==> src/verilog/lsd_pkg.sv <==
// Constants for the resistive-load low-side driver control and fault logic
// Function
// Output transistor switches only as the stored on command orders.
// Open-load flag sets after output stays below threshold for long filter period.
// Open-load filtering and flagging happen only while the output is off.
// Drain state bit follows comparator, both edges filtered by short period.
// Overcurrent held for short period turns output off and sets flag.
// Any overcurrent or overtemperature shutdown clears the stored on command.
// Host restores output by writing fault clear, then a fresh on command.
// Overtemperature held for short period turns output off and sets flag.
// Overtemperature clears only once the condition ended; then clear and on.
// Shutdown flags stay latched until cleared; on commands ignored meanwhile.
package lsd_pkg;
  // ---------------------------------------------------------------------------
  // Register map
  // ---------------------------------------------------------------------------
  localparam logic [7:0] CTRL_OFS      = 8'h00;
  localparam logic [7:0] STAT_OFS      = 8'h04;
  localparam int         ON_BIT        = 0;
  localparam int         CLR_BIT       = 1;
  localparam int         OPEN_BIT      = 0;
  localparam int         OC_BIT        = 1;
  localparam int         OT_BIT        = 2;
  localparam int         DRAIN_BIT     = 3;
  localparam int         OUT_BIT       = 4;
  localparam logic       ON_RST        = 1'b0;
  localparam logic       FLAG_RST      = 1'b0;

  // ---------------------------------------------------------------------------
  // Timing
  // ---------------------------------------------------------------------------
  localparam int         CLK_MHZ       = 25;
  localparam int         SHORT_US      = 10;
  localparam int         LONG_US       = 100;
  localparam int         SHORT_CYC     = SHORT_US * CLK_MHZ;
  localparam int         LONG_CYC      = LONG_US * CLK_MHZ;
  localparam int         CNT_W         = 12;
endpackage

==> src/verilog/lsd_fault_logic.sv <==
// Low-side driver command, filtering and fault latching behind Wishbone
//
// The address map and register access over Wishbone were decided locally.
`timescale 1ns/1ns

// -----------------------------------------------------------------------------
// Level filter: output follows input after N stable differing cycles
// -----------------------------------------------------------------------------
module lsd_level_filter
  import lsd_pkg::*;
#(
  parameter int N = 2
)
(
  input  wire logic clk,
  input  wire logic sys_rst,
  input  wire logic level_in,
  output logic      level_out
);
  localparam logic [CNT_W-1:0] LAST = CNT_W'(N - 1);
  logic [CNT_W-1:0] cnt_r;

  always_ff @(posedge clk)
  begin
    if (sys_rst)
    begin
      cnt_r     <= '0;
      level_out <= 1'b0;
    end
    else if (level_in == level_out)
      cnt_r <= '0;
    else if (cnt_r == LAST)
    begin
      cnt_r     <= '0;
      level_out <= level_in;
    end
    else
      cnt_r <= cnt_r + CNT_W'(1);
  end
endmodule // lsd_level_filter

module lsd_fault_logic
(
  input  wire logic          clk,
  input  wire logic          sys_rst,
  input  wire logic          wb_cyc_i,
  input  wire logic          wb_stb_i,
  input  wire logic          wb_we_i,
  input  wire logic [7:0]    wb_adr_i,
  input  wire logic [3:0]    wb_sel_i,
  input  wire logic [31:0]   wb_dat_i,
  output logic      [31:0]   wb_dat_o,
  output logic               wb_ack_o,
  input  wire logic          overcurrent_cmp,
  input  wire logic          overtemp_cmp,
  input  wire logic          drain_above_cmp,
  output logic               resistive_load_output
);
  import lsd_pkg::*;

  logic [2:0] meta_r;
  logic [2:0] sync_r;
  logic       oc_s;
  logic       ot_s;
  logic       drain_s;
  logic       oc_filt;
  logic       ot_filt;
  logic       drain_state_bit;
  logic       open_in;
  logic       open_filt;
  logic       output_on_cmd_r;
  logic       output_on_cmd_nxt;
  logic       open_load_flag_r;
  logic       overcurrent_flag_r;
  logic       overtemp_flag_r;
  logic       req;
  logic       wr_go;
  logic       ctrl_wr;
  logic       fault_clear_cmd;
  logic [31:0] rd_nxt;

  // ---------------------------------------------------------------------------
  // Comparator synchronisers
  // ---------------------------------------------------------------------------
  always_ff @(posedge clk)
  begin
    if (sys_rst)
    begin
      meta_r <= '0;
      sync_r <= '0;
    end
    else
    begin
      meta_r <= {drain_above_cmp, overtemp_cmp, overcurrent_cmp};
      sync_r <= meta_r;
    end
  end

  assign oc_s    = sync_r[0];
  assign ot_s    = sync_r[1];
  assign drain_s = sync_r[2];
  // Filter held in reset while on or loaded: no partial count survives,
  // and a reconnected load drops the condition at once instead of after T2
  assign open_in = ~drain_s & ~resistive_load_output;

  // ---------------------------------------------------------------------------
  // Filters
  // ---------------------------------------------------------------------------
  lsd_level_filter #(.N(SHORT_CYC)) u_oc_filt (
    .clk       (clk),
    .sys_rst   (sys_rst),
    .level_in  (oc_s),
    .level_out (oc_filt)
  );
  lsd_level_filter #(.N(SHORT_CYC)) u_ot_filt (
    .clk       (clk),
    .sys_rst   (sys_rst),
    .level_in  (ot_s),
    .level_out (ot_filt)
  );
  lsd_level_filter #(.N(SHORT_CYC)) u_drain_filt (
    .clk       (clk),
    .sys_rst   (sys_rst),
    .level_in  (drain_s),
    .level_out (drain_state_bit)
  );
  lsd_level_filter #(.N(LONG_CYC)) u_open_filt (
    .clk       (clk),
    .sys_rst   (sys_rst | ~open_in),
    .level_in  (open_in),
    .level_out (open_filt)
  );

  // ---------------------------------------------------------------------------
  // Wishbone slave
  // ---------------------------------------------------------------------------
  assign req             = wb_cyc_i & wb_stb_i;
  // Writes land on the edge where the master sees ack
  assign wr_go           = req & wb_we_i & wb_ack_o & wb_sel_i[0];
  assign ctrl_wr         = wr_go & (wb_adr_i == CTRL_OFS);
  assign fault_clear_cmd = ctrl_wr & wb_dat_i[CLR_BIT];

  always_comb
  begin
    rd_nxt = '0;
    if (wb_adr_i == CTRL_OFS)
      rd_nxt[ON_BIT] = output_on_cmd_r;
    else if (wb_adr_i == STAT_OFS)
    begin
      rd_nxt[OPEN_BIT]  = open_load_flag_r;
      rd_nxt[OC_BIT]    = overcurrent_flag_r;
      rd_nxt[OT_BIT]    = overtemp_flag_r;
      rd_nxt[DRAIN_BIT] = drain_state_bit;
      rd_nxt[OUT_BIT]   = resistive_load_output;
    end
  end

  always_ff @(posedge clk)
  begin
    if (sys_rst)
    begin
      wb_ack_o <= 1'b0;
      wb_dat_o <= '0;
    end
    else
    begin
      wb_ack_o <= req & ~wb_ack_o;
      wb_dat_o <= rd_nxt;
    end
  end

  // ---------------------------------------------------------------------------
  // Command and fault latches
  // ---------------------------------------------------------------------------
  always_comb
  begin
    output_on_cmd_nxt = output_on_cmd_r;
    if (oc_filt | ot_filt)
      output_on_cmd_nxt = 1'b0;
    else if (ctrl_wr & ~(overcurrent_flag_r | overtemp_flag_r))
      output_on_cmd_nxt = wb_dat_i[ON_BIT];
  end

  always_ff @(posedge clk)
  begin
    if (sys_rst)
    begin
      output_on_cmd_r       <= ON_RST;
      resistive_load_output <= ON_RST;
    end
    else
    begin
      output_on_cmd_r       <= output_on_cmd_nxt;
      resistive_load_output <= output_on_cmd_nxt;
    end
  end

  // Set wins over a clear arriving in the same cycle
  always_ff @(posedge clk)
  begin
    if (sys_rst)
    begin
      open_load_flag_r   <= FLAG_RST;
      overcurrent_flag_r <= FLAG_RST;
      overtemp_flag_r    <= FLAG_RST;
    end
    else
    begin
      open_load_flag_r   <= open_filt | (open_load_flag_r & ~fault_clear_cmd);
      overcurrent_flag_r <= oc_filt | (overcurrent_flag_r & ~fault_clear_cmd);
      overtemp_flag_r    <= ot_filt | (overtemp_flag_r & ~fault_clear_cmd);
    end
  end

  // ---------------------------------------------------------------------------
  // Assertions
  // ---------------------------------------------------------------------------
  logic [CNT_W-1:0] oc_run_r;
  always_ff @(posedge clk)
  begin
    if (sys_rst | ~oc_s)
      oc_run_r <= '0;
    else if (oc_run_r != '1)
      oc_run_r <= oc_run_r + CNT_W'(1);
  end
endmodule // lsd_fault_logic

==> config.mk <==
export PLATFORM = sky130hd
export DESIGN_NAME = lsd_fault_logic
export DESIGN_NICKNAME = d
export VERILOG_FILES = /design/src/verilog/lsd_pkg.sv /design/src/verilog/lsd_fault_logic.sv
export SDC_FILE = /design/constraint.sdc
export NUM_CORES = 1
export LEC_CHECK = 0
export ABC_AREA = 1
export ABC_CLOCK_PERIOD_IN_PS = 1900
export BUFFER_PORTS_ARGS = -buffer_cell sky130_fd_sc_hd__buf_2
export CORE_MARGIN = 1.5
export CORE_UTILIZATION = 55
export CTS_BUF_LIST = sky130_fd_sc_hd__clkbuf_4 sky130_fd_sc_hd__clkbuf_8 sky130_fd_sc_hd__clkbuf_16
export DETAILED_ROUTE_END_ITERATION = 10
export PLACE_DENSITY = 0.9
export SYNTH_ARGS = -nofsm -noshare
export SYNTH_HDL_FRONTEND = slang
export SYNTH_SLANG_ARGS = --single-unit
==> constraint.sdc <==
create_clock -name clk -period 1.9 [get_ports clk]
set_input_delay 0.38 -clock clk [delete_from_list [all_inputs] [get_ports clk]]
set_output_delay 0.38 -clock clk [all_outputs]
set_load 0.01 [all_outputs]
# Word level (Yosys, flattened, before mapping)

Index checks and enable logic that the tools add are counted.

Register bits after elaboration: 95
Bits of input ports: 52
Output and inout port bits: 34
Word-level logic and storage cells: 73

$add $sub $neg: 4
Equal/unequal tests: 9
Mux-type cells: 2
Bitwise operators: 29
Reduce and logical (&&, ||, !) cells: 11

Operators with widths:

| kind                    | count |
|---|---|
| $add A12 B1 Y12 const B | 4 |
| $eq A12 B8 Y1 const B   | 3 |
| $reduce_or A3 Y1        | 5 |
| $and A1 B1 Y1           | 12 |
| $eq A12 B12 Y1 const B  | 1 |
| $not A1 Y1              | 11 |
| $eq A8 B3 Y1 const B    | 1 |
| $logic_not A8 Y1        | 1 |
| $reduce_and A2 Y1       | 4 |
| $or A1 B1 Y1            | 6 |
| $eq A1 B1 Y1            | 4 |
| $mux W1                 | 2 |
| $reduce_or A2 Y1        | 1 |

# Logic depth before layout (Yosys ltp)

Gate-level depths: netlist (run 1).

Word-level depth: 9
Gate-level depth with buffers: 8
Depth with buffers taken out: 8

# Cells and area by module

From an unflattened synthesis (run 1), not the netlist that was laid out.

Cell total of the unflattened synthesis: 489
Area, all modules: 3503.4 um2

By module, submodules not included:

| module                              | times used | cells each | area each (um2) | sequential area each (um2) |
|---|---|---|---|---|
| lsd_level_filter (u_drain_filt ...) | 3          | 95         | 679.4           | 260.2 |
| lsd_fault_logic                     | 1          | 102        | 777.0           | 320.3 |
| lsd_level_filter (u_open_filt)      | 1          | 102        | 688.2           | 260.2 |

# Least setup slack after synthesis (run 1)

No wires, ideal clock.

Path type: register -> register
Start point: reg u_open_filt.cnt_r[0]
End point: reg u_open_filt.cnt_r[6]
Library setup time: 0.116 ns
Arrival: 1.143 ns
Required time: 1.784 ns
Setup slack: 0.641 ns
Cell stages (with the launch flop): 8
Path buffers: 1
Period minus slack after synthesis: 1.259 ns
Cells stage by stage: dfxtp_1 -> ha_1 -> nand2_1 -> nor3_1 -> nand3_1 -> nand3b_1 -> buf_6 -> nor2_1

Longest elaborated chain between the ends: 2
Elaborated cells between the ends (all ways): 3
Those cells by class: add/sub: 1; eq/ne: 1; reduce/logical: 1

Ends and longest elaborated chain:

| what                                                                    | line                  | source |
|---|---|---|
| start: declaration                                                      | lsd_fault_logic.sv:21 | `logic [CNT_W-1:0] cnt_r;` |
| start signal: assignment                                                | lsd_fault_logic.sv:38 | `cnt_r <= cnt_r + CNT_W'(1);` |
| parallel branches: the longest is 2 deep, another holds $add A12 B1 Y12 | n/a                   |  |

Parallel ways; which one is timed is not known.
A chain may end at the register's enable or synchronous reset.

# Worst setup path in the final report (run 1)

Start point: reg u_open_filt.cnt_r[0]
End point: reg u_open_filt.cnt_r[10]

The elaborated chain is that of the path after synthesis.

==> results_dict.tcl, run 1 <==
set metrics [dict create \
    outcome "completed" \
    fin_util 0.626 \
    hold_class "in -> reg" \
    viasPerCell 4.85 \
    grt_pass1_vias 2347 \
    reg2reg_slack_ps 320 \
    drt_pass1_iterations 4 \
    cellLeakagePower_uw 0.00140 \
    cts_setup_buffers 0 \
    place_congestion 0.863 \
    area_growth_pct 8.48 \
    cts_max_level 3 \
    antenna_cells 0 \
    setup_viol 0 \
    io_buffers 25 \
    synth_most_common_cell "nor2_1" \
    syn_inst 432 \
    n_fill_cell 495 \
    yosysTopAreaCellShare 0.423 \
    die-area_mm2 0.00631 \
    fin_crit_ps 1580 \
    track_usage 0.198 \
    startpoint "u_open_filt.cnt_r[0]" \
    ant_nets 0 \
    cp-end-kind "flip-flop" \
    clock_skew_ps 6.86 \
    num_rows 27 \
    hold_buffers 0 \
    cts-root-buf "clkbuf_8" \
    r2r-start "u_open_filt.cnt_r[0]" \
    wire_per_inst_um 10.5 \
    required_ps 2110 \
    drc_errors 0 \
    die_h_um 79.5 \
    clock_sinks 68 \
    setup-tns-final_ps 0 \
    critPathKind "reg -> reg" \
    start_kind "flip-flop" \
    r2r_end "u_open_filt.cnt_r[10]" \
    drt_iter0_drc 122 \
    synth_area_mm2 0.00322 \
    grt_first_pass_wirelength_mm 9.72 \
    layout-drive-gt1-share 0.126 \
    period_share 0.831 \
    cts_buffers 9 \
    yosysWarnings 0 \
    rsz0062_at_grt "no" \
    powerDensity_mw_per_mm2 784 \
    synthArstFlopShare 0 \
    wl_mm 5.67 \
    die_x_um 79.5 \
    finalHoldViolCount 0 \
    antenna_found_initial 0 \
    ys_seq_area_frac 0.423 \
    slew_viol_final 0 \
    post-synth-top-area-cell "dfxtp_1" \
    final_nets 522 \
    fmax_mhz 633 \
    dp_slack_ps 355 \
    synth.distinct_cells 28 \
    postCtsResizedCells 0 \
    synth-main-ff-cell "dfxtp_1" \
    path_max_fanout 12 \
    synth_edf_count 0 \
    overflow 0 \
    hpwl_mm 4.14 \
    worstSkewPairLatency_ps 340 \
    layout_setup_ws_ps 320 \
    grt_max_degree 13 \
    ys_top_cells_by_area "dfxtp_1, nor2_1, nand2_1, buf_4, inv_1" \
    ir_worst_vdd_mv 0.555 \
    ys_top_cells_by_count "nor2_1, nand2_1, dfxtp_1" \
    path_clk_slew_ps 70 \
    start_util 0.577 \
    cts_tree "done" \
    pin_count 86 \
    timing.hold.ws_ps 231 \
    vias 2616 \
    arrival_ps 1790 \
    core_area_mm2 0.00557 \
    synth_seq_cells 68 \
    reg2reg_depth 6 \
    maxCapViolCount 0 \
    critPathCapture "u_open_filt.cnt_r[10]" \
    cts_max_path_buffers 2 \
    avgSynthCellArea_um2 7.44 \
]
-- critical path: stages, from the launching register on --
cell      delay, ps
dfxtp_1         360
ha_1            260
nand2_1          90
nor3_1          130
nand3_1         130
nand3b_1        400
nor2_1           90
-- worst min-delay path by stage --
stage               depth (start not counted)        end       startpoint  slack [ps]
global placement                            2  sync_r[0]        meta_r[0]         390
finish                                      3  meta_r[2]  drain_above_cmp         230
global route                                3  meta_r[2]  drain_above_cmp         240
detailed placement                          2  sync_r[0]        meta_r[0]         400
floorplan                                   2  sync_r[0]        meta_r[0]         390
CTS                                         3  meta_r[2]  drain_above_cmp         220
-- sequential cells by signal (all words and copies together), names as in the netlist --
name / cells
wb_ack_o: 1
u_ot_filt.cnt_r: 12
u_ot_filt.level_out: 1
wb_dat_o: 5
u_oc_filt.cnt_r: 12
overcurrent_flag_r: 1
u_drain_filt.cnt_r: 12
u_oc_filt.level_out: 1
meta_r: 3
sync_r: 3
u_open_filt.level_out: 1
u_drain_filt.level_out: 1
overtemp_flag_r: 1
open_load_flag_r: 1
output_on_cmd_r: 1
u_open_filt.cnt_r: 12
-- metrics by stage --
stage	instances	area (um2)	total power, uW
2_1_floorplan	458	3310	1590
3_3_place_gp	524	3290	1570
3_5_place_dp	524	3290	1580
4_1_cts	539	3490	2760
5_1_grt	539	3490	2850
6_report	539	3490	2740
-- layer usage --
layer / up-vias / wire [um] / track usage
li1: 1356 / - / -
met1: 1176 / 2540 / 0.230
met2: 73 / 2740 / 0.332
met3: 11 / 285 / 0.0583
met4: 0 / 109 / 0.0930
met5: - / 0 / 0
-- cell families (layout without fill, tap and decap cells) --
kind of cell | count (synthesis) | count (layout) | synth area share
and+or+nand+nor | 228 | 228 | 0.317
buffers and inverters | 83 | 92 | 0.137
DFF | 68 | 68 | 0.423
AOI/OAI and AO/OA | 27 | 27 | 0.0455
xor gates and xnor gates | 18 | 18 | 0.0490
adders and majority gates | 7 | 7 | 0.0272
other | 1 | 27 | 0.00117
-- layout by cell type, fill, tap and decap left out --
| cell type | synthesis | routed |
|---|---|---|
| o21ai_0 | 7 | 7 |
| nand2_2 | 3 | 3 |
| a21oi_1 | 16 | 16 |
| ha_1 | 7 | 7 |
| or2_2 | 1 | 1 |
| nand2_1 | 78 | 78 |
| buf_4 | 28 | 1 |
| nor2_2 | 2 | 2 |
| bufinv_16 | 0 | 1 |
| dfxtp_1 | 68 | 68 |
| clkinv_2 | 0 | 2 |
| inv_1 | 49 | 49 |
| nor3_2 | 4 | 4 |
| clkinv_4 | 0 | 1 |
| xnor2_1 | 8 | 8 |
| o21ai_1 | 1 | 1 |
| nor3_1 | 13 | 13 |
| and2_1 | 1 | 1 |
| nand3_1 | 25 | 25 |
| clkbuf_8 | 0 | 11 |
| inv_2 | 2 | 2 |
| nand4_1 | 8 | 8 |
| buf_2 | 0 | 25 |
| nor3_4 | 2 | 2 |
| xor2_1 | 10 | 10 |
| nor2_1 | 84 | 84 |
| a21oi_2 | 3 | 3 |
| conb_1 | 1 | 27 |
| nand3b_1 | 3 | 3 |
| nand3_2 | 1 | 1 |
| nor3b_1 | 3 | 3 |
-- cell type report --
cell class                      count  area [um2]  area share
Inverter                           51         191      0.0549
Clock inverter                      4        48.8      0.0140
Sequential cell                    68        1360       0.390
Tap cell                           72        90.1      0.0258
Clock buffer                       11         151      0.0434
Timing Repair Buffer               26         133      0.0380
Multi-Input combinational cell    307        1510       0.434
-- report_power, final --
group | leakage (uW) | internal, uW | switching, uW
Sequential | 0.000550 | 1440 | 9.64
Combinational | 0.000745 | 30.4 | 65.6
Clock | 0.000105 | 668 | 524
Total | 0.00140 | 2140 | 600
No activity file was read; power rests on OpenSTA's default activity.
==> run 2: changes to the inputs <==
--- a/config.mk
+++ b/config.mk
@@ -5,14 +5,14 @@
 export SDC_FILE = /design/constraint.sdc
 export NUM_CORES = 1
 export LEC_CHECK = 0
-export ABC_AREA = 1
-export ABC_CLOCK_PERIOD_IN_PS = 1900
+export ABC_AREA = 0
+export ABC_CLOCK_PERIOD_IN_PS = 1400
 export BUFFER_PORTS_ARGS = -buffer_cell sky130_fd_sc_hd__buf_2
 export CORE_MARGIN = 1.5
-export CORE_UTILIZATION = 55
+export CORE_UTILIZATION = 46
 export CTS_BUF_LIST = sky130_fd_sc_hd__clkbuf_4 sky130_fd_sc_hd__clkbuf_8 sky130_fd_sc_hd__clkbuf_16
 export DETAILED_ROUTE_END_ITERATION = 10
-export PLACE_DENSITY = 0.9
+export PLACE_DENSITY = 0.82
 export SYNTH_ARGS = -nofsm -noshare
 export SYNTH_HDL_FRONTEND = slang
 export SYNTH_SLANG_ARGS = --single-unit
==> constraint.sdc (replaced) <==
create_clock -name clk -period 1.4 [get_ports clk]
set_input_delay 0.28 -clock clk [delete_from_list [all_inputs] [get_ports clk]]
set_output_delay 0.28 -clock clk [all_outputs]
set_load 0.01 [all_outputs]
==> run 2 against run 1 <==
  * The run now ends with negative setup slack left
  * Register-to-register slack worse by 750 ps
  * Via count fell by 7.5%
  * Clock skew is 1.5 ps higher
  * Design area grew 12%
  * Final cell count fell by 12%
  * Combinational power increased by 110%
  * Critical path depth down 1
  * Global-route usage down 1.5 points
  * Largest power group unchanged
==> results_dict.tcl, run 2 <==
set metrics [dict create \
    outcome "finished, violations left" \
    violations "negative setup slack" \
    ff_latch_area_mm2 0.00137 \
    clock_sinks 68 \
    path_clk_slew_ps 60 \
    avgSynthCellArea_um2 9.06 \
    cellLeakagePower_uw 0.00145 \
    hp-start "overcurrent_cmp" \
    track_usage 0.183 \
    tightest_slew_ps 525 \
    cts-root-buf "clkbuf_8" \
    die_h_um 82.9 \
    final_cell_mix "dfxtp_1, buf_4, nor2_1" \
    num_rows 28 \
    drt_iter0_drc 109 \
    finalHoldViolCount 0 \
    vias 2419 \
    die_x_um 82.9 \
    synthArstFlopShare 0 \
    cts_buffers 9 \
    slew_viol_final 0 \
    maxSlewHeadroom 0.649 \
    setup_viol 41 \
    dpl-instance-area_mm2 0.00337 \
    cts_max_path_buffers 2 \
    wl_met3_um 272 \
    viasPerCell 5.07 \
    post-synth-top-area-cell "dfxtp_1" \
    grt_max_degree 19 \
    setup-tns-final_ps -7090 \
    finish.instance_area_mm2 0.00390 \
    fin_crit_ps 1980 \
    synth_edf_count 0 \
    synth.distinct_cells 36 \
    ant_nets 0 \
    drc_errors 0 \
    period_share 1.41 \
    final_nets 456 \
    wire_per_inst_um 13.7 \
    ys_seq_area_frac 0.464 \
    path_max_fanout 3 \
    synth-main-ff-cell "dfxtp_1" \
    reg2reg_depth 6 \
    n_fill_cell 457 \
    reg2reg_slack_ps -430 \
    overflow 0 \
    wirelength_met1_mm 2.56 \
    rsz0062_at_grt "yes" \
    core_area_mm2 0.00603 \
    whs_path_depth 2 \
    powerDensity_mw_per_mm2 1040 \
    ir_worst_vdd_mv 1.06 \
    hold_class "in -> reg" \
    synth_seq_cells 68 \
    fmax_mhz 505 \
    drt_pass1_iterations 4 \
    pin_count 86 \
    syn_inst 324 \
    io_buffers 25 \
    layout_setup_ws_ps -580 \
    antenna_found_initial 0 \
    die-area_mm2 0.00687 \
    wl_met2_mm 3.57 \
    cts_max_level 3 \
    startpoint "wb_adr_i[5]" \
    yosysTopAreaCellShare 0.464 \
    clock_skew_ps 8.34 \
    start_kind "input port" \
    arrival_ps 2220 \
    synth_most_common_cell "dfxtp_1" \
    wl_mm 6.54 \
    layout-drive-gt1-share 0.358 \
    required_ps 1640 \
    fin_util 0.647 \
    area_growth_pct 32.9 \
    final_common_cell "dfxtp_1" \
    multi_input_area_mm2 0.00171 \
    grt_pass1_vias 2327 \
    antenna_cells 0 \
    maxCapViolCount 0 \
    grt_first_pass_wirelength_mm 10.1 \
    critPathKind "in -> reg" \
    r2r-start "u_oc_filt.cnt_r[1]" \
    worstSkewPairLatency_ps 340 \
    hpwl_mm 4.17 \
    cp-end-kind "flip-flop" \
    start_util 0.487 \
    place_congestion 0.863 \
    synth_area_mm2 0.00294 \
    yosysWarnings 0 \
    cts_tree "done" \
    ys_top_cells_by_area "dfxtp_1, nor2_1, xnor2_1, buf_4, xor2_1" \
    routed.top_layer "met4" \
    ys_top_cells_by_count "dfxtp_1, nor2_1, buf_4, xnor2_1" \
]
## run 2: metrics by stage
stage,hold slack (ps),worst slack (ps),power (uW),cells
floorplan,408,-787,2150,350
global placement,419,-927,2160,458
detailed placement,430,-1020,2170,458
CTS,142,-573,4050,476
global route,140,-600,4190,477
finish,153,-580,4050,477
## run 2: repair_timing
action,CTS,global route
resized for setup,27,42
gates cloned,2,0
buffers inserted,1,1
pin swaps,11,20
hold buffers,0,0
endpoints found under the setup margin,42,56
## run 2: cell type report
type / instances / share of cell area
Clock inverter: 3 / 0.0173
Tap cell: 75 / 0.0241
Clock buffer: 13 / 0.0443
Inverter: 7 / 0.00674
Timing Repair Buffer: 67 / 0.116
Multi-Input combinational cell: 244 / 0.439
Sequential cell: 68 / 0.352
## run 2: worst paths after layout
| check | to |
|---|---|
| worst max-delay path | output_on_cmd_r |
| worst min-delay path | meta_r[0] |
| worst max register to register | u_oc_filt.level_out |
| worst min register to register | sync_r[2] |
## run 2: worst max-delay path, stage by stage
cell and delay [ps]:
buf_6 90, or4_4 530, or4_4 530, or4b_4 510, a2111oi_4 280
## run 2: report_power, final
part	internal [uW]	switching, uW
Combinational	88.0	115
Clock	1170	711
Sequential	1950	15.5
## run 2: cells by family (layout without fill, tap and decap cells)
family	count (synthesis)	after routing	synth area share
other	1	27	0.00128
DFF	68	68	0.464
adders and majority gates	7	7	0.0298
muxes	4	4	0.0136
xor gates and xnor gates	43	43	0.128
AOI/OAI and AO/OA	6	6	0.0132
buffers and inverters	40	90	0.0857
and+or+nand+nor	155	157	0.264
## run 2: metal layers
layer	up-vias	global-route usage
li1	1179	-
met3	17	0.0726
met5	-	0
met4	0	0.0652
met1	1165	0.188
met2	58	0.333
